### config.mk
export PLATFORM = sky130hd
export DESIGN_NAME = ffh_ctrl
export DESIGN_NICKNAME = d
export VERILOG_FILES = /design/src/common/ffh_pkg.sv /design/src/verilog/ffh_ctrl.sv
export SDC_FILE = /design/constraint.sdc
export NUM_CORES = 1
export LEC_CHECK = 0
export BUFFER_PORTS_ARGS = -buffer_cell sky130_fd_sc_hd__buf_4
export CAP_MARGIN = 20
export CORE_AREA = 8 8 115 117
export DETAILED_ROUTE_END_ITERATION = 12
export DIE_AREA = 0 0 123 125
export PLACE_DENSITY = 0.75
export SYNTH_ARGS = -nofsm -noshare
export SYNTH_HDL_FRONTEND = slang
export SYNTH_SLANG_ARGS = --single-unit
### constraint.sdc
create_clock -name hclk -period 2.3 [get_ports hclk]
set_input_delay 0.115 -clock hclk [delete_from_list [all_inputs] [get_ports hclk]]
set_output_delay 0.115 -clock hclk [all_outputs]
set_load 0.05 [all_outputs]
### src/common/ffh_pkg.sv
// Package: constants, register map and carrier types of the fault flag and halt control block
package ffh_pkg;

  localparam int unsigned IP_W = 32;

  // Register byte offsets
  localparam logic [7:0] OFF_CTRL   = 8'h00;
  localparam logic [7:0] OFF_STATUS = 8'h04;
  localparam logic [7:0] OFF_IRQST  = 8'h08;
  localparam logic [7:0] OFF_IRQMSK = 8'h0C;
  localparam logic [7:0] OFF_HALTIP = 8'h10;
  localparam logic [7:0] OFF_TOPREG = 8'h14;

  // CTRL write bits (pulses except STOPEN)
  localparam int unsigned CTL_SETFLT  = 0;
  localparam int unsigned CTL_TESTERR = 1;
  localparam int unsigned CTL_SETHOF  = 2;
  localparam int unsigned CTL_CLRHOF  = 3;
  localparam int unsigned CTL_STOPEN  = 4;

  // STATUS bits
  localparam int unsigned ST_FAULT  = 0;
  localparam int unsigned ST_HOF    = 1;
  localparam int unsigned ST_HALTED = 2;
  localparam int unsigned ST_HIPRI  = 3;
  localparam int unsigned ST_DRAIN  = 4;
  localparam int unsigned ST_PSTOP  = 5;
  localparam int unsigned ST_ANHALT = 6;

  // Interrupt bits
  localparam int unsigned IRQ_W      = 3;
  localparam int unsigned IRQ_FAULT  = 0;
  localparam int unsigned IRQ_HALT   = 1;
  localparam int unsigned IRQ_DRAIN  = 2;

  // Instruction pointer offsets at a halt
  localparam logic [IP_W-1:0] IP_FAULT_OFS = 32'h0000_0002;
  localparam logic [IP_W-1:0] IP_ANLZ_OFS  = 32'h0000_0001;

  localparam logic [1:0] HTRANS_NONSEQ = 2'b10;

  typedef enum logic [2:0] {
    FFH_RUN   = 3'b001,
    FFH_DRAIN = 3'b010,
    FFH_HALT  = 3'b100
  } ffh_run_e;

  // Core events from the execution unit, all same clock
  typedef struct packed {
    logic            overflow;
    logic            div_zero;
    logic            bounds;
    logic            sw_set;
    logic            testerr;
    logic            sw_set_hof;
    logic            sw_clr_hof;
    logic            preempt;
    logic            hi_done;
    logic            desched;
    logic [IP_W-1:0] ip;
  } ffh_core_s;

  typedef struct packed {
    logic            fault;
    logic            hof;
    logic            fault_save;
    logic            hof_save;
    logic            hi_pri;
    ffh_run_e        run;
    logic            anlz_halt;
    logic            stop_en;
    logic [IP_W-1:0] halt_ip;
    logic [IP_W-1:0] top_reg;
    logic [IRQ_W-1:0] irq_st;
    logic [IRQ_W-1:0] irq_msk;
    logic            a_sel;
    logic            a_wr;
    logic [7:0]      a_addr;
    logic [31:0]     hrdata;
    logic            irq;
    logic [1:0]      anlz_sync;
    logic [1:0]      busy_sync;
  } ffh_state_s;

endpackage

### src/verilog/ffh_ctrl.sv
// Fault flag, halt-on-fault control, halt capture and AHB-Lite register slave
//
// The AHB-Lite register port and the placing of the registers were left to the implementer.
`timescale 1ns/1ps

module ffh_ctrl (
  input  wire logic               hclk,
  input  wire logic               hresetn,
  input  wire logic               hsel,
  input  wire logic [31:0]        haddr,
  input  wire logic [1:0]         htrans,
  input  wire logic               hwrite,
  input  wire logic [2:0]         hsize,
  input  wire logic [31:0]        hwdata,
  input  wire logic               hready,
  output logic                    hreadyout,
  output logic                    hresp,
  output logic [31:0]             hrdata,
  input  wire ffh_pkg::ffh_core_s core,
  input  wire logic               analyse_pin,
  input  wire logic               links_busy,
  output logic                    fault_out,
  output logic                    halted,
  output logic                    refresh_en,
  output logic                    link_in_en,
  output logic                    link_out_fetch_en,
  output logic                    proc_stop,
  output logic [31:0]             top_reg,
  output logic                    irq
);
  import ffh_pkg::*;

  ffh_state_s s_reg;
  ffh_state_s s_next;
  // Fault and halt-on-fault sit outside the reset so a reset keeps them
  logic       fault_reg;
  logic       fault_next;
  logic       hof_reg;
  logic       hof_next;

  logic       wr_ctl;
  logic       rd_irq;
  logic       set_ev;
  logic       fault_rise;
  logic       anlz;
  logic       busy;
  logic [31:0] ctl_w;
  // Pins leave flops; next values mirror the pin equations so timing is unchanged
  logic       fetch_reg;
  logic       fetch_next;
  logic       pstop_reg;
  logic       pstop_next;
  logic       halted_reg;
  logic       halted_next;
  // Flag level means nothing until something has set or tested it since reset
  logic       known_reg;
  logic       known_next;

  assign anlz  = s_reg.anlz_sync[1];
  assign busy  = s_reg.busy_sync[1];
  assign wr_ctl = s_reg.a_sel && s_reg.a_wr && (s_reg.a_addr == OFF_CTRL);
  assign rd_irq = s_reg.a_sel && !s_reg.a_wr && (s_reg.a_addr == OFF_IRQST);
  assign ctl_w  = wr_ctl ? hwdata : 32'h0000_0000;
  assign set_ev = core.overflow || core.div_zero || core.bounds || core.sw_set
                  || ctl_w[CTL_SETFLT];
  assign fault_rise = set_ev && !fault_reg;
  assign fetch_next  = !(s_next.anlz_sync[1] || s_next.run == FFH_HALT);
  assign pstop_next  = s_next.stop_en && fault_next;
  assign halted_next = s_next.run == FFH_HALT;
  assign known_next  = known_reg || set_ev || core.testerr || ctl_w[CTL_TESTERR];

  always_comb begin
    s_next = s_reg;
    fault_next = fault_reg;
    hof_next   = hof_reg;
    s_next.anlz_sync = {s_reg.anlz_sync[0], analyse_pin};
    s_next.busy_sync = {s_reg.busy_sync[0], links_busy};

    // Set wins over test in the same cycle
    if (core.testerr || ctl_w[CTL_TESTERR]) begin
      fault_next = 1'b0;
    end
    if (set_ev) begin
      fault_next = 1'b1;
    end
    if (core.sw_clr_hof || ctl_w[CTL_CLRHOF]) begin
      hof_next = 1'b0;
    end
    if (core.sw_set_hof || ctl_w[CTL_SETHOF]) begin
      hof_next = 1'b1;
    end

    if (core.preempt && !s_reg.hi_pri) begin
      s_next.fault_save = fault_reg;
      s_next.hof_save   = hof_reg;
      s_next.hi_pri     = 1'b1;
      hof_next          = 1'b0;
    end else if (core.hi_done && s_reg.hi_pri) begin
      fault_next    = s_reg.fault_save;
      hof_next      = s_reg.hof_save;
      s_next.hi_pri = 1'b0;
    end

    if (wr_ctl) begin
      s_next.stop_en = hwdata[CTL_STOPEN];
    end

    case (s_reg.run)
      FFH_RUN: begin
        // Only a fresh edge halts; a level already high does not
        if (fault_rise && hof_reg) begin
          s_next.run       = FFH_DRAIN;
          s_next.halt_ip   = core.ip + IP_FAULT_OFS;
          s_next.top_reg   = core.ip + IP_FAULT_OFS;
          s_next.anlz_halt = 1'b0;
          s_next.irq_st[IRQ_HALT] = 1'b1;
        end else if (anlz && core.desched) begin
          s_next.run       = FFH_DRAIN;
          s_next.halt_ip   = core.ip + IP_ANLZ_OFS;
          s_next.top_reg   = core.ip + IP_ANLZ_OFS;
          s_next.anlz_halt = 1'b1;
          s_next.irq_st[IRQ_HALT] = 1'b1;
        end
      end
      FFH_DRAIN: begin
        if (!busy) begin
          s_next.run = FFH_HALT;
          s_next.irq_st[IRQ_DRAIN] = 1'b1;
        end
      end
      FFH_HALT: begin
        s_next.run = FFH_HALT;
      end
      default: begin
        s_next.run = FFH_RUN;
      end
    endcase

    // Read clears status, but an event in the same cycle survives
    if (rd_irq) begin
      s_next.irq_st = '0;
      if (s_reg.run == FFH_RUN && s_next.run == FFH_DRAIN) begin
        s_next.irq_st[IRQ_HALT] = 1'b1;
      end
      if (s_reg.run == FFH_DRAIN && s_next.run == FFH_HALT) begin
        s_next.irq_st[IRQ_DRAIN] = 1'b1;
      end
    end
    if (fault_rise) begin
      s_next.irq_st[IRQ_FAULT] = 1'b1;
    end
    if (s_reg.a_sel && s_reg.a_wr && s_reg.a_addr == OFF_IRQMSK) begin
      s_next.irq_msk = hwdata[IRQ_W-1:0];
    end

    s_next.fault = fault_next;
    s_next.hof   = hof_next;
    s_next.irq   = |(s_next.irq_st & s_next.irq_msk);

    // AHB-Lite address phase capture; zero wait states
    s_next.a_sel  = hsel && hready && (htrans == HTRANS_NONSEQ);
    s_next.a_wr   = hwrite;
    s_next.a_addr = haddr[7:0];
    s_next.hrdata = 32'h0000_0000;
    if (hsel && hready && htrans == HTRANS_NONSEQ && !hwrite) begin
      case (haddr[7:0])
        OFF_CTRL:   s_next.hrdata[CTL_STOPEN] = s_reg.stop_en;
        OFF_STATUS: begin
          s_next.hrdata[ST_FAULT]  = fault_reg;
          s_next.hrdata[ST_HOF]    = hof_reg;
          s_next.hrdata[ST_HALTED] = s_reg.run != FFH_RUN;
          s_next.hrdata[ST_HIPRI]  = s_reg.hi_pri;
          s_next.hrdata[ST_DRAIN]  = s_reg.run == FFH_DRAIN;
          s_next.hrdata[ST_PSTOP]  = s_reg.stop_en && fault_reg;
          s_next.hrdata[ST_ANHALT] = s_reg.anlz_halt;
        end
        OFF_IRQST:  s_next.hrdata[IRQ_W-1:0] = s_reg.irq_st;
        OFF_IRQMSK: s_next.hrdata[IRQ_W-1:0] = s_reg.irq_msk;
        OFF_HALTIP: s_next.hrdata = s_reg.halt_ip;
        OFF_TOPREG: s_next.hrdata = s_reg.top_reg;
        default:    s_next.hrdata = 32'h0000_0000;
      endcase
    end
  end

  // Flags kept across reset; power-up level undefined
  always_ff @(posedge hclk) begin
    fault_reg <= fault_next;
    hof_reg   <= hof_next;
    pstop_reg <= pstop_next;
  end

  always_ff @(posedge hclk or negedge hresetn) begin
    if (!hresetn) begin
      s_reg <= '{run: FFH_RUN, default: '0};
    end else begin
      s_reg <= s_next;
    end
  end

  always_ff @(posedge hclk or negedge hresetn) begin
    if (!hresetn) begin
      fetch_reg  <= 1'b1;
      halted_reg <= 1'b0;
      known_reg  <= 1'b0;
    end else begin
      fetch_reg  <= fetch_next;
      halted_reg <= halted_next;
      known_reg  <= known_next;
    end
  end

  assign hreadyout         = 1'b1;
  assign hresp             = 1'b0;
  assign hrdata            = s_reg.hrdata;
  // Output pin straight from the flag flop, nothing reset-driven in between
  assign fault_out         = fault_reg;
  assign halted            = halted_reg;
  assign refresh_en        = 1'b1;
  assign link_in_en        = 1'b1;
  assign link_out_fetch_en = fetch_reg;
  assign proc_stop         = pstop_reg;
  assign top_reg           = s_reg.top_reg;
  assign irq               = s_reg.irq;
endmodule // ffh_ctrl

; After elaboration in Yosys (flattened, before gate mapping)
; Cells that the tools add are included.
[totals]
register_bits = 130
mem_bits_rw = 0
mem_count = 0
latchBits = 0
rom_bits = 0
[classes]
addsub = 2
magnitude_cmp = 0
div = 0
mux = 33
multipliers = 0
shifts = 0
bitwise_logic = 1
n_eq_ne = 14
reduce_logical = 37
[ops]
columns = cell, n
row1 = 64-bit two-way mux, 2
row2 = 25-bit case mux with 2 select lines, 1
row3 = "32-bit by 1-bit adder with 32-bit output, second input constant", 1
row4 = "32-bit by 2-bit adder with 32-bit output, second input constant", 1
row5 = "8-bit by 4-bit equality test with 1-bit output, second input constant", 4
row6 = 32-bit two-way mux, 1
row7 = 1-bit two-way mux, 18
row8 = 1-bit logical AND, 17
row9 = "8-bit by 5-bit equality test with 1-bit output, second input constant", 2
row10 = 8-bit logical NOT, 2
row11 = 3-bit case mux with 5 select lines, 1
row12 = 4-bit two-way mux, 3
row13 = 3-bit two-way mux, 3
row14 = 3-bit case mux with 3 select lines, 1
row15 = "8-bit by 3-bit equality test with 1-bit output, second input constant", 1
row16 = 1-bit logical OR, 8
row17 = "3-bit by 2-bit equality test with 1-bit output, second input constant", 2
row18 = "3-bit equality test, second input constant", 2
row19 = 2-bit case mux with 3 select lines, 1
row20 = 1-bit logical NOT, 5
row21 = 1-bit case mux with 4 select lines, 1
row22 = 2-bit nonzero test, 2
row23 = 3-bit AND, 1
row24 = "3-bit by 1-bit equality test with 1-bit output, second input constant", 1
row25 = other kinds (6), 6

; Longest topological paths before layout
; Gate-level depths: netlist of run 1.
[logic_depth]
depth_word = 15
depth_mapped = 9

; Least setup slack after synthesis of run 1
; Ideal clock, no wire load.
[synth_path]
kind = register to register
from = reg fault_reg (netlist: fault_out)
to = reg s_reg[91] (netlist bit)
slack_ns = -0.013
arrival_time_ns = 2.217
n_path_buf = 1
setup_time_ns = 0.095
stages_incl_launch_ff = 8
synth_period_minus_slack_ns = 2.313
cell_sequence = dfxtp_1 nand3b_1 nor4_4 or3_2 buf_4 and2_4 o21ba_1 o31ai_1
[synth_via]
elab_chain_len = 5
[synth_rtl]
columns = item, line_no
row1 = from (decl), ffh_ctrl.sv:36  ; logic fault_reg;
row2 = from (signal assigned), ffh_ctrl.sv:188  ; fault_reg <= fault_next;
row3 = 1-bit logical NOT (*), ffh_ctrl.sv:66  ; assign fault_rise = set_ev && !fault_reg;
row4 = 1-bit logical AND (*), ffh_ctrl.sv:66
row5 = 1-bit logical AND (*), ffh_ctrl.sv:111  ; if (fault_rise && hof_reg) begin
row6 = 2-bit nonzero test (no source line), n/a
row7 = 2-bit AND reduction (no source line), n/a
row8 = to (signal assigned), ffh_ctrl.sv:197  ; s_reg <= s_next;
row9 = to (decl), ffh_ctrl.sv:33  ; ffh_state_s s_reg;
; Mark *: on every way between the ends. The rest lies on a longest branch, timed or not.
; A chain may end at the register's enable or synchronous reset.

==> results of run 1 <==
[cells in the final DEF, fill, tap and decap left out, drive strengths merged, types with 9 or more instances in the layout]
master         n
clkbuf        11
inv           12
dfrtp         93
dlygate4sd3   13
buf          162
xnor2         30
and3          27
mux2          10
a21oi         11
nand3         11
nor2          25
nand2         50
nor3           9
o21ai         31
[cells in the mapped netlist (all sizes together) (3+ instances only)]
master,number,area [µm²]
and2,5,33.8
o31ai,3,22.5
buf,77,567
a21oi,11,55.1
nor3b,4,30.0
mux2,10,113
dfxtp,3,60.1
dfrtp,93,2330
nand3b,4,30.0
nand2,50,188
a22oi,4,30.0
nor2,25,93.8
o21ai,31,155
xnor2,30,263
nor3,9,45.0
nor4,8,71.3
or2,3,18.8
clkbuf,9,33.8
and3,27,169
a211oi,7,82.6
nand3,11,55.1
a2111oi,3,45.0
nand4,6,37.5
inv,12,45.0
[power breakdown]
part | total, W | internal [W] | switching, W | leakage, nW
sequential | 0.00177 | 0.00175 | 0.0000221 | 1.27
combinational | 0.000353 | 0.000172 | 0.000182 | 1.72
clock | 0.00171 | 0.00107 | 0.000640 | 0.163
total | 0.00383 | 0.00299 | 0.000844 | 3.16
[worst register-to-register path, stage by stage (launching register included)]
cell and delay, ps:
dfrtp_1 360, or4_4 560, buf_6 160, nor3_4 190, and3_4 240, mux2_4 310, and2_4 140, a221o_1 260
[metal layers]
| metal | global-route usage | routed length, µm | up-vias |
|---|---|---|---|
| li1 | - | - | 1773 |
| met1 | 0.183 | 5050 | 1826 |
| met2 | 0.283 | 6690 | 156 |
| met3 | 0.0378 | 964 | 26 |
| met4 | 0.0673 | 324 | 0 |
| met5 | 0 | 0 | - |
[stage by stage]
step           instances  instance area, µm²   util  setup TNS, ps  hold WS, ps
6_report             734                6540  0.563          -55.6         26.8
5_1_grt              734                6540  0.563          -1770         16.1
4_1_cts              733                6400  0.551           -483         15.0
3_5_place_dp         702                5780  0.498          -1740          130
3_3_place_gp         702                5780  0.498           -844          122
2_1_floorplan        481                4930      -              0         -181
[area by class of cell]
cell class,instances,area [µm²],share of cell area
repair buffers,176,1450,0.222
flip-flops and latches,98,2440,0.373
inverters,12,45.0,0.00689
clock inverters,6,115,0.0176
multi-input cells,285,2070,0.317
clock buffers,10,229,0.0350
well taps,147,184,0.0281
[worst paths after layout]
kind,from,end,depth (start not counted)
max,s_reg[43],irq,7
min reg2reg,s_next[1],busy,0
min,hwdata[4],s_reg[117],2
max in group asynchronous,hresetn,hrdata[12],3
min in group asynchronous,hresetn,s_reg[103],2
max reg2reg,s_reg[43],irq,7
[repair_timing]
action	CTS	global route
gates resized for setup	24	30
buffers inserted	2	0
endpoints found under the hold margin	51	0
pin swaps	10	18
hold buffers	13	0
cloned	0	1
setup endpoints to repair	26	28
[kinds of logic (layout without fill, tap and decap cells)]
logic type / Yosys count / count (layout) / synth area share
AOI/OAI and AO/OA: 73 / 73 / 0.109
xor gates and xnor gates: 31 / 31 / 0.0552
adders and majority gates: 2 / 2 / 0.00509
buffers and inverters: 98 / 204 / 0.131
DFF: 98 / 98 / 0.496
muxes: 11 / 11 / 0.0249
other: 2 / 4 / 0.00153
and+or+nand+nor: 164 / 164 / 0.177
==> results summary, run 1 <==
In this run the count of I/O pins placed on the die edge is between 150 and 200. The worst setup path is of the reg -> reg kind. The setup skew after layout came out at 9.57 ps. The overall track demand over capacity in global routing came out at 0.162.

The power consumption came out at about 0.0038 W. TritonCTS built the clock tree. The antenna diode count came out at 0. Among cell families on the critical path, the largest total delay comes from simple AND/OR/NAND/NOR gates. The run finished, with violations left. The chip height came out at between 100 and 150 µm. The number of synthesis warnings is 0.

Setup violations remaining at the end of the flow were counted as 5. The global placement routability congestion came out at 0.864. The worst reg-to-reg setup slack came out at -20 ps. VDD sags by at most 0.292 mV. The highest fanout seen on the critical path came out at 4.

The shortest clock period the worst path allows after layout came out at 2320 ps. Once routing completed, OpenROAD measured the worst setup slack at -22.5 ps. Setup repair after global routing could not meet its margin everywhere.

The final reports fail on setup timing. The sort of element at the end of the critical path is a register. Synthesis produced roughly 480 cells. The synthesis-to-layout area growth is 33.0%.

Entering global routing, the biggest net connects 55 pins. The number of H-tree levels is 3. The number of flops mapped to enable cells by yosys came out at 0.

The max-slew violation count is 0. The relative slew slack came out at 0.547. The data arrival time of the worst path came out at 2550 ps.

The most used flip-flop cell after synthesis is dfrtp_1. Of all flip-flops after synthesis, the portion carrying an async set or reset was 0.969. The number of buffers and inverters on the critical path is 1. The post-CTS clock slew at the launch and capture registers of the worst setup and hold paths came out at 70 ps. The pre-CTS worst setup slack came out at -236 ps.

The number of remaining DRC errors came out at 0. The clock root buffer is clkbuf_16. The netlist area before placement came out at 0.00492 mm².

The number of synthesized register bits is 98. In the final layout, the share of cells above drive strength 1 is 0.402. The post-route antenna net violation count came out at 0.

Dividing the detail-routed wire length by the instance count gives 17.7 µm. The count of distinct cell types in the synthesized netlist is 59. The cell row count came out at 40.

The total number of vias is between 3k and 4k. The DRC violation total after the first TritonRoute iteration came out at approximately 290. The synthesized area divided by synthesized cell count came out at 10.3 µm². The startpoint kind of the worst setup timing path is a register.

Max-cap violations in this run came to 0. The transition time of the tightest slew-check pin came out at approximately 680 ps. The number of flip-flops under the largest register name is 56.

The per-cell via count in the routed design is 5.15. The signal on the critical path passes through or4_4 -> buf_6 -> nor3_4 -> and3_4 -> mux2_4 -> and2_4 -> a221o_1. The remaining global-route overflow is 0. The clock net sink count came out at between 90 and 100. The sequential-to-total area share from yosys stat is 0.496.

The number of global-route vias before repair is 3,956. The required arrival time at the worst endpoint is 2530 ps. The latest clock arrival within the worst-skew pair came out at 340 ps.

The type of the most critical hold path is in -> reg. The total count of hold-check failures in the final report is 0. The number of inserted filler cells in the final layout is 985.

The number of search-and-repair iterations in the first detailed-routing pass came out at 4. The die span in x is 123 µm. The core region area is 0.0116 mm².

The number of port buffers is between 100 and 150. The starting density of the core is 0.423. The slowest stage of the critical path belongs to the cell or4_4. The final layout contains 702 nets. The number of antenna violations at the first check in global routing came out at 0.

The share of the clock period used by the worst path after layout came out at 1.01. The final wirelength came out at 13.0 mm. Counting along the longest clock path gives a buffer depth of 2. The die covers about 0.015 mm². For this run, the top clock speed supported by timing is between 0.4 and 0.5 GHz.

The number of buffers created by CTS is 9. The detailed placer's ending HPWL came out at between 9 and 10 mm. For this design the ratio of total power to cell area is about 590 mW/mm². For this run, the slowest stage of the critical path takes approximately 560 ps.

The first global-routing pass estimated 19.7 mm of wire. The reported leakage power came out at 3.16 nW.
No activity file was read; power rests on OpenSTA's default activity.
==> inputs of run 2 (changes only) <==
==> config.mk (replaced) <==
export PLATFORM = sky130hd
export DESIGN_NAME = ffh_ctrl
export DESIGN_NICKNAME = d
export VERILOG_FILES = /design/src/common/ffh_pkg.sv /design/src/verilog/ffh_ctrl.sv
export SDC_FILE = /design/constraint.sdc
export NUM_CORES = 1
export LEC_CHECK = 0
export CAP_MARGIN = 20
export CELL_PAD_IN_SITES_DETAIL_PLACEMENT = 0
export CELL_PAD_IN_SITES_GLOBAL_PLACEMENT = 1
export CORE_AREA = 8 8 116 118
export DETAILED_ROUTE_END_ITERATION = 12
export DIE_AREA = 0 0 124 126
export DONT_BUFFER_PORTS = 1
export PLACE_DENSITY_LB_ADDON = 0.1
export SYNTH_ARGS = -nofsm -noshare
export SYNTH_HDL_FRONTEND = slang
export SYNTH_SLANG_ARGS = --single-unit
==> results summary, run 2 (synthesis results as in run 1) <==
The run finished, with violations left. The final reports fail on hold timing, setup timing. The post-CTS clock slew at the launch and capture registers of the worst setup and hold paths is 60 ps (about the same). The data arrival time of the worst path came out at 2610 ps (+60 ps). The cell row count was 40 (unchanged).

TritonCTS built the clock tree. The number of flip-flops under the largest register name is 56 (unchanged). The number of buffers created by CTS is 9 (unchanged). The DRC violation total after the first TritonRoute iteration came out at 111 (-61%). The clock net sink count was 98 (unchanged). The transition time of the tightest slew-check pin was 743 ps (+65.8 ps).

The global placement routability congestion was 0.806 (-6.7%). The starting density of the core came out at 0.420 (-0.00362). The chip height is 126 µm (+0.80%). The detailed placer's ending HPWL came out at 8.70 mm (-7.3%). The relative contribution of the clock network to total power came out at 0.402 (-0.043). The met1 usage in global routing is 0.199 (+0.0157).

The buffer levels on the longest clock path came to 2 (unchanged). Leaving out fill and tap cells, the most frequent cell in the layout is dfrtp_1. The switching share of power came to 0.225 (+0.00495). The global-route wire length before repair came out at 19.3 mm (-2.0%).

The final design instance area without fill is 0.00586 mm² (-10%). In the layout the commonest cells are dfrtp_1, nand2_1, dlygate4sd3_1. The type of the most critical hold path is in -> async. The layer flagged by global routing as most heavily used is met2. The post-route antenna net violation count was 0 (unchanged). The per-cell via count in the routed design is 5.19 (+0.81%). The final wirelength is 12.6 mm (-2.9%). The slack of the critical path is -84.5 ps (-62.0 ps).

Setup repair after global routing could not meet its margin everywhere. The highest fanout seen on the critical path came out at 8 (+4). The area of the die came out at 0.0156 mm² (+1.6%). The pin count of the biggest net entering global routing came to 96 (+75%). The reported leakage power came to 2.56 nW (-19%).

The average wire per standard cell is 19.8 µm (+12%). The number of antenna violations at the first check in global routing came to 0 (unchanged). The setup-violating endpoint count in the final report came out at 11 (+6).

The reported net switching power is 0.000761 W (-9.8%). The kind of critical path is reg -> reg. The layout net count is 605 (-14%). The total count of hold-check failures in the final report came out at 95 (+95). The power consumption is 0.00338 W (-12%). From synthesis to final layout, the design area changed by 19.2%. The clock root buffer is clkbuf_16.

The global-route track usage on met2 came to 0.253 (-0.0306). The die span in x came out at 124 µm (+0.81%). The relative slew slack was 0.503 (-0.0440).

The quantity of hold-fixing buffers added after cts came out at 42 (+29). The share of the clock period used by the worst path after layout came to 1.04 (+0.0269). The portion of total power attributed to combinational logic is 0.074 (-0.018).

The number of search-and-repair iterations in the first detailed-routing pass is 6 (+2). The worst-case vdd ir drop is 0.497 mV (+70%). The number of top-level pins was 191 (unchanged). The antenna diode count came out at 0 (unchanged). The remaining global-route overflow was 0 (unchanged). The area of placed instances is 0.00477 mm² (-17%).

The latest clock arrival within the worst-skew pair came out at 340 ps (about the same). For this design, the slowest cell found on the critical path is or4_4. The cell internal power dissipation is 0.00262 W (-12%).

The sort of element at the end of the critical path is a register. The required arrival time at the worst endpoint is 2530 ps (about the same). The worst hold margin came out at -534 ps (-561 ps). The number of global-route vias before repair is 3,452 (-13%).

The fraction of final layout cells with drive strength greater than 1 is 0.224 (-0.178). The share of total power in sequential cells is 0.523 (+0.060). The number of H-tree levels is 3 (unchanged). The highest clock rate is 0.419 GHz (-2.6%).

The setup skew after layout is 6.51 ps (-3.06 ps). The power per cell area is 577 mW/mm² (-1.6%). The number of port buffers came out at 0 (-100%). The total number of vias was 3,308 (-13%).

The total of max-cap violations is 0 (unchanged). The core region area came to 0.0117 mm² (+0.86%). The startpoint kind of the worst setup timing path is a register. The largest incremental delay on the critical path was 580 ps (+20 ps). The shortest clock period the worst path allows after layout is 2380 ps (+62.0 ps).

The number of remaining DRC errors came to 0 (unchanged). The max-slew violation count came out at 0 (unchanged). The overall track demand over capacity in global routing is 0.162 (about the same). The global routing usage on met3 came out at 0.0563 (+0.0185).

The signal on the critical path passes through or4_4 -> nor4_4 -> o2111ai_4 -> buf_12 -> buf_8 -> a211oi_4 -> xnor2_2 -> o21ai_1.
## run 2: changes by cell type in the layout (fill, tap and decap cells not counted), moves of 4 or more
cell | previous run | this run
buf_4 | 152 | 20
dlygate4sd3_1 | 13 | 42
buf_6 | 5 | 9
clkbuf_1 | 1 | 5
## run 2: repair_timing
action,4_1_cts,5_1_grt
pin swaps,26,22
cloned,1,2
resized for setup,36,35
endpoints found under the setup margin,30,30
endpoints found under the hold margin,143,95
buffers inserted,3,3
## run 2: routing by layer
metal,vias up,wire length [µm]
met5,-,0
met4,0,198
met3,14,1140
met2,105,6000
met1,1598,5300
li1,1591,-
## run 2: path summary, 6_finish.rpt
kind / from / endpoint / slack (ps) / cells past startpoint
max: s_reg[43] / s_reg[97] / -80 / 8
min: hresetn / hrdata[15] / -530 / 0
max reg2reg: s_reg[43] / s_reg[97] / -80 / 8
min reg2reg: s_next[1] / busy / 350 / 0
max in group asynchronous: hresetn / link_out_fetch_en / 2610 / 0
min in group hclk: core[26] / s_reg[111] / 10 / 2
## run 2: worst max-delay path, delay by kind of cell, from the launching register on
kind / cells / cell delay [ps]
XOR/XNOR: 1 / 160
buffers and inverters: 2 / 320
AO/OA/AOI/OAI: 3 / 500
flip-flops: 1 / 360
AND/OR/NAND/NOR: 2 / 930
## run 2: area by class of cell
type                       count  area [µm²]
sequential                    98        2440
timing repair buffer          78         802
clock buffer                  14         244
fill                        1074        5850
multi-input combinational    286        2130
inverter                      12        45.0
tap                          147         184
clock inverter                 2        15.0
## run 2: power by group through the flow
stage	Clock (W)	Combinational, W	Sequential, W
after CTS	0.00142	0.000237	0.00177
after global routing	0.00147	0.000270	0.00177
after detailed placement	0	0.000157	0.00180
final	0.00136	0.000251	0.00177
after floorplan	0	0.000117	0.00180
after global placement	0	0.000155	0.00180
## run 2: metrics by stage
| stage | hold WS, ps | setup slack [ps] | setup TNS, ps | utilization | cells |
|---|---|---|---|---|---|
| final | -534 | -84.5 | -318 | 0.500 | 637 |
| after global routing | -560 | -163 | -2260 | 0.500 | 637 |
| after floorplan | -181 | 33.4 | 0 | - | 481 |
| after detailed placement | -177 | -216 | -3130 | 0.407 | 571 |
| after CTS | -554 | -51.8 | -342 | 0.484 | 632 |
| after global placement | -177 | -232 | -3460 | 0.407 | 570 |
